[src/include/status_pkg.sv]
package status_pkg;

	// ****************************************************************
	// bus geometry
	// ****************************************************************
	localparam int ADDR_W = 4;
	localparam int DATA_W = 16;
	localparam logic [ADDR_W-1:0] STATUS_OFS = 4'h0;

	// ****************************************************************
	// accumulators
	// ****************************************************************
	localparam int NUM_ACC = 2;
	localparam int ACC_A = 0;
	localparam int ACC_B = 1;

	// ****************************************************************
	// status word field positions
	// ****************************************************************
	localparam int BIT_A_OVF = 15;
	localparam int BIT_B_OVF = 14;
	localparam int BIT_A_SAT = 13;
	localparam int BIT_B_SAT = 12;
	localparam int BIT_ANY_OVF = 11;
	localparam int BIT_ANY_SAT = 10;
	localparam int BIT_LOOP = 9;
	localparam int BIT_NIB_CARRY = 8;
	localparam int PRIO_LSB = 5;
	localparam int PRIO_W = 3;
	localparam int BIT_REPEAT = 4;
	localparam int FLAGS_LSB = 0;
	localparam int FLAGS_W = 4;
	localparam int BIT_N = 3;
	localparam int BIT_V = 2;
	localparam int BIT_Z = 1;
	localparam int BIT_C = 0;

	// ****************************************************************
	// reset value and half carry positions
	// ****************************************************************
	localparam logic [DATA_W-1:0] STATUS_RST = 16'h0000;
	localparam int BYTE_HC_BIT = 3;
	localparam int WORD_HC_BIT = 7;
	localparam int BYTE_MSB = 7;
	localparam int WORD_MSB = 15;

endpackage

[src/include/alu_flag_if.sv]
`timescale 1ns/100ps
interface alu_flag_if;
	logic byte_op;
	logic [15:0] opa;
	logic [15:0] opb;
	logic cin;
	logic n;
	logic ov;
	logic z;
	logic c;
	logic nib_carry;

	modport src
	(
		output byte_op,
		output opa,
		output opb,
		output cin,
		input n,
		input ov,
		input z,
		input c,
		input nib_carry
	);

	modport calc
	(
		input byte_op,
		input opa,
		input opb,
		input cin,
		output n,
		output ov,
		output z,
		output c,
		output nib_carry
	);
endinterface

[src/core/alu_flag_calc.sv]
`timescale 1ns/100ps
module alu_flag_calc
(
	alu_flag_if.calc fl
);
	import status_pkg::*;

	// ****************************************************************
	// add flags for byte or word operands
	// ****************************************************************
	logic [4:0] nib_sum;
	logic [8:0] byte_sum;
	logic [16:0] word_sum;

	always_comb
	begin
		nib_sum = {1'b0, fl.opa[3:0]} + {1'b0, fl.opb[3:0]}
			+ {4'h0, fl.cin};
		byte_sum = {1'b0, fl.opa[7:0]} + {1'b0, fl.opb[7:0]}
			+ {8'h00, fl.cin};
		word_sum = {1'b0, fl.opa} + {1'b0, fl.opb} + {16'h0000, fl.cin};
		if (fl.byte_op)
		begin
			// nibble carry for byte operands
			fl.nib_carry = nib_sum[BYTE_HC_BIT+1];
			fl.c = byte_sum[BYTE_MSB+1];
			fl.n = byte_sum[BYTE_MSB];
			fl.z = (byte_sum[7:0] == 8'h00);
			fl.ov = (fl.opa[BYTE_MSB] == fl.opb[BYTE_MSB])
				&& (byte_sum[BYTE_MSB] != fl.opa[BYTE_MSB]);
		end
		else
		begin
			// byte carry for word operands
			fl.nib_carry = byte_sum[WORD_HC_BIT+1];
			fl.c = word_sum[WORD_MSB+1];
			fl.n = word_sum[WORD_MSB];
			fl.z = (word_sum[15:0] == 16'h0000);
			fl.ov = (fl.opa[WORD_MSB] == fl.opb[WORD_MSB])
				&& (word_sum[WORD_MSB] != fl.opa[WORD_MSB]);
		end
	end
endmodule

[src/core/dsp_core_status_flags.sv]
// Added by the designer: the address-and-strobe port and the register offsets.
`timescale 1ns/100ps
module dsp_core_status_flags
(
	input wire logic i_clk,
	input wire logic i_rst,
	input wire logic i_ce,
	input wire logic [status_pkg::ADDR_W-1:0] i_addr,
	input wire logic [status_pkg::DATA_W-1:0] i_wdata,
	input wire logic i_wr,
	input wire logic i_rd,
	output logic [status_pkg::DATA_W-1:0] o_rdata,
	input wire logic [status_pkg::NUM_ACC-1:0] i_acc_wr,
	input wire logic [status_pkg::NUM_ACC-1:0] i_acc_ovf,
	input wire logic [status_pkg::NUM_ACC-1:0] i_acc_sat,
	input wire logic i_loop_running,
	input wire logic i_repeat_active,
	input wire logic i_alu_upd,
	input wire logic i_alu_byte,
	input wire logic [15:0] i_alu_opa,
	input wire logic [15:0] i_alu_opb,
	input wire logic i_alu_cin,
	input wire logic i_nesting_disable,
	input wire logic i_prio_msb,
	output logic [status_pkg::DATA_W-1:0] o_status,
	output logic [status_pkg::PRIO_W-1:0] o_cpu_priority_level,
	output logic o_user_irq_off
);
	import status_pkg::*;

	// ****************************************************************
	// decode and flag calculator
	// ****************************************************************
	logic wr_hit;
	logic rd_hit;
	logic sat_clr_all;
	alu_flag_if fl();

	assign wr_hit = i_wr && (i_addr == STATUS_OFS);
	assign rd_hit = i_rd && (i_addr == STATUS_OFS);
	// a zero in the combined bit wipes both, whatever the others say
	assign sat_clr_all = wr_hit && !i_wdata[BIT_ANY_SAT];
	assign fl.byte_op = i_alu_byte;
	assign fl.opa = i_alu_opa;
	assign fl.opb = i_alu_opb;
	assign fl.cin = i_alu_cin;

	alu_flag_calc u_calc
	(
		.fl(fl)
	);

	// ****************************************************************
	// per accumulator overflow and sticky saturation
	// ****************************************************************
	logic [NUM_ACC-1:0] ovf_q;
	logic [NUM_ACC-1:0] ovf_nq;
	logic [NUM_ACC-1:0] sat_q;
	logic [NUM_ACC-1:0] sat_nq;

	generate
		for (genvar k = 0; k < NUM_ACC; k++)
		begin : g_acc
			logic ovf_r;
			logic ovf_nxt;
			logic sat_r;
			logic sat_nxt;

			always_comb
			begin
				ovf_nxt = ovf_r;
				sat_nxt = sat_r;
				if (i_acc_wr[k])
				begin
					ovf_nxt = i_acc_ovf[k];
				end
				if (sat_clr_all || (wr_hit && !i_wdata[BIT_A_SAT-k]))
				begin
					sat_nxt = 1'b0;
				end
				// set wins over a clear in the same cycle
				if (i_acc_sat[k])
				begin
					sat_nxt = 1'b1;
				end
			end

			always_ff @(posedge i_clk or posedge i_rst)
			begin
				if (i_rst)
				begin
					ovf_r <= 1'b0;
					sat_r <= 1'b0;
				end
				else if (i_ce)
				begin
					ovf_r <= ovf_nxt;
					sat_r <= sat_nxt;
				end
			end

			assign ovf_q[k] = ovf_r;
			assign ovf_nq[k] = ovf_nxt;
			assign sat_q[k] = sat_r;
			assign sat_nq[k] = sat_nxt;
		end
	endgenerate

	// ****************************************************************
	// combined bits, core flags and read port
	// ****************************************************************
	logic any_ovf_r;
	logic any_ovf_nxt;
	logic any_sat_r;
	logic any_sat_nxt;
	logic loop_r;
	logic loop_nxt;
	logic nib_carry_r;
	logic nib_carry_nxt;
	logic [PRIO_W-1:0] prio_r;
	logic [PRIO_W-1:0] prio_nxt;
	logic rep_r;
	logic rep_nxt;
	logic [FLAGS_W-1:0] flags_r;
	logic [FLAGS_W-1:0] flags_nxt;
	logic irq_off_r;
	logic irq_off_nxt;
	logic [DATA_W-1:0] rdata_r;
	logic [DATA_W-1:0] rdata_nxt;
	logic [DATA_W-1:0] status_word;

	always_comb
	begin
		status_word = STATUS_RST;
		status_word[BIT_A_OVF] = ovf_q[ACC_A];
		status_word[BIT_B_OVF] = ovf_q[ACC_B];
		status_word[BIT_A_SAT] = sat_q[ACC_A];
		status_word[BIT_B_SAT] = sat_q[ACC_B];
		status_word[BIT_ANY_OVF] = any_ovf_r;
		status_word[BIT_ANY_SAT] = any_sat_r;
		status_word[BIT_LOOP] = loop_r;
		status_word[BIT_NIB_CARRY] = nib_carry_r;
		status_word[PRIO_LSB +: PRIO_W] = prio_r;
		status_word[BIT_REPEAT] = rep_r;
		status_word[FLAGS_LSB +: FLAGS_W] = flags_r;
	end

	always_comb
	begin
		any_ovf_nxt = |ovf_nq;
		// derived from the sticky bits, so it can never outlive them
		any_sat_nxt = |sat_nq;
		loop_nxt = i_loop_running;
		rep_nxt = i_repeat_active;
		irq_off_nxt = i_prio_msb;
		nib_carry_nxt = nib_carry_r;
		prio_nxt = prio_r;
		flags_nxt = flags_r;
		if (wr_hit)
		begin
			nib_carry_nxt = i_wdata[BIT_NIB_CARRY];
			flags_nxt = i_wdata[FLAGS_LSB +: FLAGS_W];
			if (!i_nesting_disable)
			begin
				prio_nxt = i_wdata[PRIO_LSB +: PRIO_W];
			end
		end
		// the instruction result beats a software write of the same word
		if (i_alu_upd)
		begin
			nib_carry_nxt = fl.nib_carry;
			flags_nxt = {fl.n, fl.ov, fl.z, fl.c};
		end
		rdata_nxt = '0;
		if (rd_hit)
		begin
			rdata_nxt = status_word;
		end
	end

	always_ff @(posedge i_clk or posedge i_rst)
	begin
		if (i_rst)
		begin
			any_ovf_r <= 1'b0;
			any_sat_r <= 1'b0;
			loop_r <= 1'b0;
			nib_carry_r <= 1'b0;
			prio_r <= '0;
			rep_r <= 1'b0;
			flags_r <= '0;
			irq_off_r <= 1'b0;
			rdata_r <= '0;
		end
		else if (i_ce)
		begin
			any_ovf_r <= any_ovf_nxt;
			any_sat_r <= any_sat_nxt;
			loop_r <= loop_nxt;
			nib_carry_r <= nib_carry_nxt;
			prio_r <= prio_nxt;
			rep_r <= rep_nxt;
			flags_r <= flags_nxt;
			irq_off_r <= irq_off_nxt;
			rdata_r <= rdata_nxt;
		end
	end

	assign o_rdata = rdata_r;
	assign o_status = status_word;
	assign o_cpu_priority_level = prio_r;
	assign o_user_irq_off = irq_off_r;

	// ****************************************************************
	// checks
	// ****************************************************************
	logic [4:0] chk_nib;
	logic [8:0] chk_byte;
	logic chk_hc;

	assign chk_nib = {1'b0, i_alu_opa[3:0]} + {1'b0, i_alu_opb[3:0]}
		+ {4'h0, i_alu_cin};
	assign chk_byte = {1'b0, i_alu_opa[7:0]} + {1'b0, i_alu_opb[7:0]}
		+ {8'h00, i_alu_cin};
	assign chk_hc = i_alu_byte ? chk_nib[4] : chk_byte[8];

	a_ovf_follow_a: assert property (
		@(posedge i_clk) disable iff (i_rst)
		i_ce && i_acc_wr[ACC_A]
		|=> o_status[BIT_A_OVF] == $past(i_acc_ovf[ACC_A]))
		else $error("acc A overflow bit did not follow the write");

	b_ovf_follow_a: assert property (
		@(posedge i_clk) disable iff (i_rst)
		i_ce && i_acc_wr[ACC_B]
		|=> o_status[BIT_B_OVF] == $past(i_acc_ovf[ACC_B]))
		else $error("acc B overflow bit did not follow the write");

	sat_sticky_a: assert property (
		@(posedge i_clk) disable iff (i_rst)
		i_ce && i_acc_sat[ACC_A] ##1 (!i_ce || !wr_hit)
		|=> o_status[BIT_A_SAT] && o_status[BIT_ANY_SAT])
		else $error("acc A saturation bit did not stick");

	sat_no_set_a: assert property (
		@(posedge i_clk) disable iff (i_rst)
		!o_status[BIT_B_SAT] && !i_acc_sat[ACC_B] && wr_hit
		|=> !o_status[BIT_B_SAT])
		else $error("software managed to set acc B saturation");

	any_ovf_or_a: assert property (
		@(posedge i_clk) disable iff (i_rst)
		o_status[BIT_ANY_OVF]
		== (o_status[BIT_A_OVF] || o_status[BIT_B_OVF]))
		else $error("combined overflow is not the OR");

	any_sat_or_a: assert property (
		@(posedge i_clk) disable iff (i_rst)
		o_status[BIT_ANY_SAT]
		== (o_status[BIT_A_SAT] || o_status[BIT_B_SAT]))
		else $error("combined saturation is not the OR");

	any_sat_clear_a: assert property (
		@(posedge i_clk) disable iff (i_rst)
		i_ce && wr_hit && !i_wdata[BIT_ANY_SAT] && !(|i_acc_sat)
		|=> !o_status[BIT_A_SAT] && !o_status[BIT_B_SAT])
		else $error("combined clear left an individual bit set");

	loop_bit_a: assert property (
		@(posedge i_clk) disable iff (i_rst)
		i_ce |=> o_status[BIT_LOOP] == $past(i_loop_running))
		else $error("loop bit does not track the loop");

	half_carry_a: assert property (
		@(posedge i_clk) disable iff (i_rst)
		i_ce && i_alu_upd |=> o_status[BIT_NIB_CARRY] == $past(chk_hc))
		else $error("half carry does not match the operands");

	reset_zero_a: assert property (
		@(posedge i_clk)
		i_rst |-> o_status == STATUS_RST && o_rdata == '0)
		else $error("status not zero during reset");

	repeat_bit_a: assert property (
		@(posedge i_clk) disable iff (i_rst)
		i_ce |=> o_status[BIT_REPEAT] == $past(i_repeat_active))
		else $error("repeat bit does not track the input");

	level_lock_a: assert property (
		@(posedge i_clk) disable iff (i_rst)
		i_nesting_disable && wr_hit
		|=> $stable(o_cpu_priority_level))
		else $error("priority level written while locked");

	irq_off_a: assert property (
		@(posedge i_clk) disable iff (i_rst)
		i_ce ##1 i_ce |=> o_user_irq_off == $past(i_prio_msb, 1))
		else $error("user interrupt disable does not follow level");

	ovf_hold_a: assert property (
		@(posedge i_clk) disable iff (i_rst)
		!i_acc_wr[ACC_A] |=> $stable(o_status[BIT_A_OVF]))
		else $error("acc A overflow moved without an acc write");

	read_data_a: assert property (
		@(posedge i_clk) disable iff (i_rst)
		i_ce && !i_rd |=> o_rdata == '0)
		else $error("read data stood outside its cycle");
endmodule

[config.mk]
export PLATFORM = sky130hd
export DESIGN_NAME = dsp_core_status_flags
export DESIGN_NICKNAME = d
export VERILOG_FILES = /design/src/include/status_pkg.sv /design/src/include/alu_flag_if.sv /design/src/core/alu_flag_calc.sv /design/src/core/dsp_core_status_flags.sv
export SDC_FILE = /design/constraint.sdc
export NUM_CORES = 1
export LEC_CHECK = 0
export BUFFER_PORTS_ARGS = -buffer_cell sky130_fd_sc_hd__buf_2
export CORE_ASPECT_RATIO = 0.8
export CORE_MARGIN = 2
export CORE_UTILIZATION = 40
export DETAILED_ROUTE_END_ITERATION = 8
export HOLD_SLACK_MARGIN = 0.12
export PLACE_DENSITY = 0.73
export SYNTH_ARGS = -nofsm -noshare
export SYNTH_HDL_FRONTEND = slang
export SYNTH_HIERARCHICAL = 1
export SYNTH_SLANG_ARGS = --single-unit
[constraint.sdc]
create_clock -name i_clk -period 1.8 [get_ports i_clk]
set_clock_uncertainty 0.2 [all_clocks]
set_input_delay 0 -clock i_clk [delete_from_list [all_inputs] [get_ports i_clk]]
set_output_delay 0 -clock i_clk [all_outputs]
set_load 0.005 [all_outputs]
## Word level (Yosys, flattened, before mapping)

Index checks and enable logic that the tools add are counted.

- $lt $le $gt $ge: 0
- Multiply operators: 0
- Div/mod/pow operators: 0
- Add/subtract/negate cells: 6
- Bitwise operators: 1
- Muxes and demuxes: 16
- Equality and inequality tests: 4
- Reductions and logical operators: 20
- Shifts and indexed selects: 0

Operators by type and width:

| operator | number |
|---|---|
| 16-bit by 16-bit adder with 17-bit output | 1 |
| 17-bit by 1-bit adder with 17-bit output | 1 |
| 16-bit logical NOT | 1 |
| 16-bit 2-to-1 mux | 1 |
| 1-bit 2-to-1 mux | 13 |
| 8-bit by 8-bit adder with 9-bit output | 1 |
| 9-bit by 1-bit adder with 9-bit output | 1 |
| 8-bit logical NOT | 1 |
| 4-bit 2-to-1 mux | 2 |
| 1-bit logical AND | 7 |
| 4-bit by 4-bit adder with 5-bit output | 1 |
| 5-bit by 1-bit adder with 5-bit output | 1 |
| 4-bit logical NOT | 1 |
| 2-bit OR reduction | 2 |
| 1-bit logical NOT | 3 |
| 3-bit AND reduction | 1 |
| 1-bit == test | 2 |
| 1-bit logical OR | 2 |
| 1-bit inequality test | 2 |
| 2-bit AND reduction | 1 |
| 2-bit nonzero test | 1 |
| 1-bit inverter | 1 |

- Register bits: 33
- Latch bits: 0
- Memory bits (writable): 0
- Memory bits (read-only): 0
- Memories kept: 0

## Logic depth before layout (Yosys ltp)

- Depth in word-level cells: 7
- Depth in mapped cells: 14

## Hierarchy

Netlist, hierarchy kept.

Modules (own cells, without submodules):

| module | instances | area an instance (um^2) | cells each | seq. area each (um^2) |
|---|---|---|---|---|
| dsp_core_status_flags | 1 | 1476.4 | 118 | 825.8 |
| alu_flag_calc | 1 | 964.7 | 136 | 0.0 |

## Least setup slack after synthesis

OpenSTA, ideal clock, no wires.

- Path type: input to register
- Start: input port i_alu_opa[0]
- End: register flags_r[1]
- Buffers on the path: 0
- Setup time: 0.116 ns
- Stages: 14
- Path slack: -0.822 ns
- Arrival: 2.306 ns
- Path through: inv_1 -> fa_1 -> inv_1 -> fa_1 -> a211oi_1 -> o21ai_0 -> nand2_1 -> o21ai_1 -> mux2_4 -> nor4_2 -> a41oi_1 -> nor3_1 -> a22oi_1 -> o311ai_0

- Cells in the longest elaborated chain, start to end: 5
- Elaborated cells between the ends (all ways): 8
- Classes of those cells: 4 x add/sub; 2 x mux; 2 x reduce/logical

RTL lines:

| what | RTL line | source |
|---|---|---|
| start: declaration | dsp_core_status_flags.sv:20 | `input wire logic [15:0] i_alu_opa,` |
| 16-bit by 16-bit adder with 17-bit output / 8-bit by 8-bit adder with 9-bit output (equally long branches) | alu_flag_calc.sv:21, alu_flag_calc.sv:19 |  |
| 17-bit by 1-bit adder with 17-bit output / 9-bit by 1-bit adder with 9-bit output (equally long branches) | - |  |
| 16-bit logical NOT / 8-bit logical NOT (equally long branches) | alu_flag_calc.sv:38, alu_flag_calc.sv:28 |  |
| 1-bit 2-to-1 mux * | alu_flag_calc.sv:22 | `if (fl.byte_op)` |
| named net fl.z | alu_flag_if.sv:9 | `logic z;` |
| 4-bit 2-to-1 mux * | dsp_core_status_flags.sv:169 | `if (i_alu_upd)` |
| end signal: assignment | dsp_core_status_flags.sv:203 | `flags_r <= flags_nxt;` |
| end: declaration | dsp_core_status_flags.sv:124 | `logic [FLAGS_W-1:0] flags_r;` |

Mark *: on every way through the listed nets, which the timed path passes. The rest lies on a longest branch.
A chain may end at the register's enable or synchronous reset.

## Worst setup path after layout

- Start: input port i_alu_opa[2]
- End: register flags_r[1]

The elaborated chain is that of the path after synthesis.

==> impl_metrics.json <==
{
  "status": "finished with violations",
  "violations": "negative setup slack",
  "power_frac_comb_pct": 42.6,
  "worstSetupEndpoint": "flags_r[1]$_DFFE_PP0P_",
  "nNetsFinal": 524,
  "grt_pass1_wl_um": 12900,
  "start_kind": "input pin",
  "cts_buffer_depth": 2,
  "grt_util_all_layers_pct": 24.2,
  "final_util_pct": 69.9,
  "finalSetupViolCount": 14,
  "ys_types": 53,
  "syn_avg_cell_area_um2": 9.61,
  "r2r_start": "g_acc[1].sat_r$_DFFE_PP0P_",
  "globalRoute.totalOverflow": 0,
  "grt_max_degree": 34,
  "area.growth.synth_to_final_pct": 69.2,
  "cts_buffers": 5,
  "drt_iter0_drc": 346,
  "worstMarginPinSlew_ns": 0.406,
  "slew_headroom_pct": 72.6,
  "dpl_cell_area_mm2": 0.00336,
  "synthCells": 254,
  "period_needed_ns": 2.28,
  "power.switching_w": 0.000797,
  "mostFrequentLayoutCells": "93 x buf_2, 52 x buf_4, 44 x dlygate4sd3_1",
  "setup_tns_ns": -2.71,
  "crit_start": "i_alu_opa[2]",
  "final_hold_viol_count": 0,
  "r2r_cells": 3,
  "switching_share_pct": 32.9,
  "antenna_found_initial": 0,
  "synth_ff_type": "dfrtp_1",
  "vias_per_cell": 5.49,
  "p_clk_share_pct": 22.0,
  "critPathMaxFanout": 3,
  "antenna_cells": 0,
  "synthTopCellsByArea": "dfrtp_1 34%, ha_1 7.7%, a22o_1 5.7%",
  "port_buffers": 100,
  "max_freq_mhz": 439,
  "drive_gt1_share_pct": 47.9,
  "initial_core_util_pct": 41.3,
  "grt_pass1_vias": 2690,
  "syn_area_mm2": 0.00244,
  "drc": 0,
  "yosys.area.top_type": "dfrtp_1",
  "final.period_utilization_pct": 127,
  "synth.net_count": 341,
  "rsz0062_at_grt": "true",
  "core_mm2": 0.00591,
  "slew_violations": 0,
  "drtAntennaViolNets": 0,
  "die_h_um": 73.9,
  "use_met2_pct": 42.1,
  "h-tree-depth": 2,
  "grt.busiest_layer": "met2",
  "finalInstanceArea_mm2": 0.00413,
  "endpoint_kind": "flip-flop",
  "io_pins": 106,
  "clkTransAtPathRegs_ns": 0.07,
  "power_frac_seq_pct": 35.4,
  "wl_um": 8730,
  "criticalPathCategory": "in -> reg",
  "whs_ns": 0.152,
  "required_ns": 1.76,
  "hold_class": "in -> async",
  "gp_congestion": 0.891,
  "vias": 2850,
  "ys_seq_elements": 33,
  "mostFrequentLayoutCell": "buf_2",
  "yosysWarnings": 6,
  "netlist.area_leader.share_pct": 33.8,
  "r2r_setup_slack_ns": 0.07,
  "dieArea_mm2": 0.00675,
  "wl_per_cell_um": 16.8,
  "cts_num_sinks": 33,
  "powerDensity_mw_per_mm2": 587,
  "crit_arrival_ns": 2.24,
  "die_width_um": 91.3,
  "grt_use_met3_pct": 5.64,
  "synth-async-reset-ratio_pct": 100,
  "cts_root_buf": "clkbuf_8",
  "p_int_w": 0.00163,
  "p_leak_nw": 2.00,
  "gr-usage-met1_pct": 30.3,
  "layout_setup_ws_ns": -0.480,
  "row_count": 25,
  "place_hpwl_um": 5570,
  "r2r-end": "g_acc[1].sat_r$_DFFE_PP0P_",
  "power.total_w": 0.00242,
  "cap_viol_max_count": 0,
  "irDropWorstVdd_v": 0.000463,
  "cts_tree": "built",
  "synth-edff-count": 0,
  "drtPass1Iterations": 5,
  "ys_seq_area_share_pct": 33.8,
  "clk_latency_ns": 0.28
}
==> repair_timing <==
item | CTS | global route
setup buffers | 6 | 5
resized for setup | 20 | 22
hold buffers | 44 | 2
endpoints found under the setup margin | 5 | 15
gates cloned | 0 | 0
pin swaps | 14 | 27
hold endpoints to repair | 66 | 2
==> layer usage <==
| metal | share of wire, % | up-vias | wire (um) |
|---|---|---|---|
| met5 | 0 | - | 0 |
| met4 | 2.3 | 0 | 205 |
| met3 | 8.7 | 28 | 761 |
| met2 | 49 | 168 | 4270 |
| met1 | 40 | 1340 | 3500 |
| li1 | - | 1314 | - |
==> kinds of logic (layout without fill, tap and decap cells) <==
| family | count (synthesis) | in the layout | share of synthesized area, % |
|---|---|---|---|
| adders and majority gates | 17 | 17 | 9.33 |
| xor gates and xnor gates | 12 | 12 | 4.31 |
| DFF | 33 | 33 | 33.8 |
| and+or+nand+nor | 55 | 55 | 13.2 |
| buffers and inverters | 37 | 221 | 8.00 |
| muxes | 14 | 14 | 6.46 |
| AOI/OAI and AO/OA | 86 | 86 | 24.9 |
==> power groups by stage <==
stage,logic [W],registers (W),clock network [W]
6_report,0.00103,0.000858,0.000533
5_1_grt,0.00110,0.000863,0.000574
4_1_cts,0.000952,0.000853,0.000539
3_5_place_dp,0.000801,0.000865,0
3_3_place_gp,0.000784,0.000862,0
2_1_floorplan,0.000474,0.000858,0
==> critical path, cell delays in order <==
cell and delay (ns):
buf_6 0.10, ha_4 0.22, o211ai_1 0.32, a21oi_4 0.08, o41a_1 0.45, a21oi_1 0.19, mux2_2 0.34, a41oi_1 0.18
nor3_1 0.06, a22oi_1 0.16, o311ai_1 0.13
==> flip-flops by register name, indices dropped and copies added, names as in the netlist <==
register,cells
o_rdata,16
flags_r,4
o_cpu_priority_level,3
g_acc.ovf_r,2
g_acc.sat_r,2
any_ovf_r,1
any_sat_r,1
loop_r,1
nib_carry_r,1
o_user_irq_off,1
rep_r,1
==> how the worst min path moves through the flow <==
stage / start / endpoint / cells past startpoint
2_1_floorplan: i_rst / any_ovf_r$_DFFE_PP0P_ / 1
3_3_place_gp: i_rst / o_user_irq_off$_DFFE_PP0P_ / 3
3_5_place_dp: i_rst / o_user_irq_off$_DFFE_PP0P_ / 3
4_1_cts: i_rst / o_rdata[11]$_DFFE_PP0P_ / 4
5_1_grt: i_rst / o_user_irq_off$_DFFE_PP0P_ / 4
6_report: i_rst / flags_r[1]$_DFFE_PP0P_ / 4
==> final cells by class <==
cell class	count	area (um2)
inverters	14	67.6
clock inverters	2	10.0
fillers	404	1780
well taps	81	101
flip-flops and latches	33	827
multi-input cells	184	1640
repair buffers	199	1410
clock buffers	6	72.6
==> cells in the mapped netlist, types with 2 or more instances <==
cell and instances:
ha_1 15, mux2i_1 3, and3_1 5, xor2_1 4, nor2_1 10, nor3_1 2, buf_4 13, nand4_1 7
nor2b_1 2, nand3_1 4, o311ai_0 6, a41oi_1 2, a22o_1 16, a21o_1 5, o211ai_1 2, o21ai_0 15
xnor2_1 8, dfrtp_1 33, a211oi_1 2, a31oi_1 4, a21oi_1 15, inv_1 13, and2_1 2, o22ai_1 2
a221o_1 2, nand2b_1 5, a22oi_1 6, mux2_2 10, clkbuf_1 8, nand2_1 9, fa_1 2
==> per-stage QoR <==
step	cells	setup slack, ns
after floorplan	254	-0.511
after global placement	461	-0.748
after detailed placement	461	-0.813
after CTS	518	-0.406
after global routing	519	-0.607
final	519	-0.480
(Power assumes the default switching activity.)
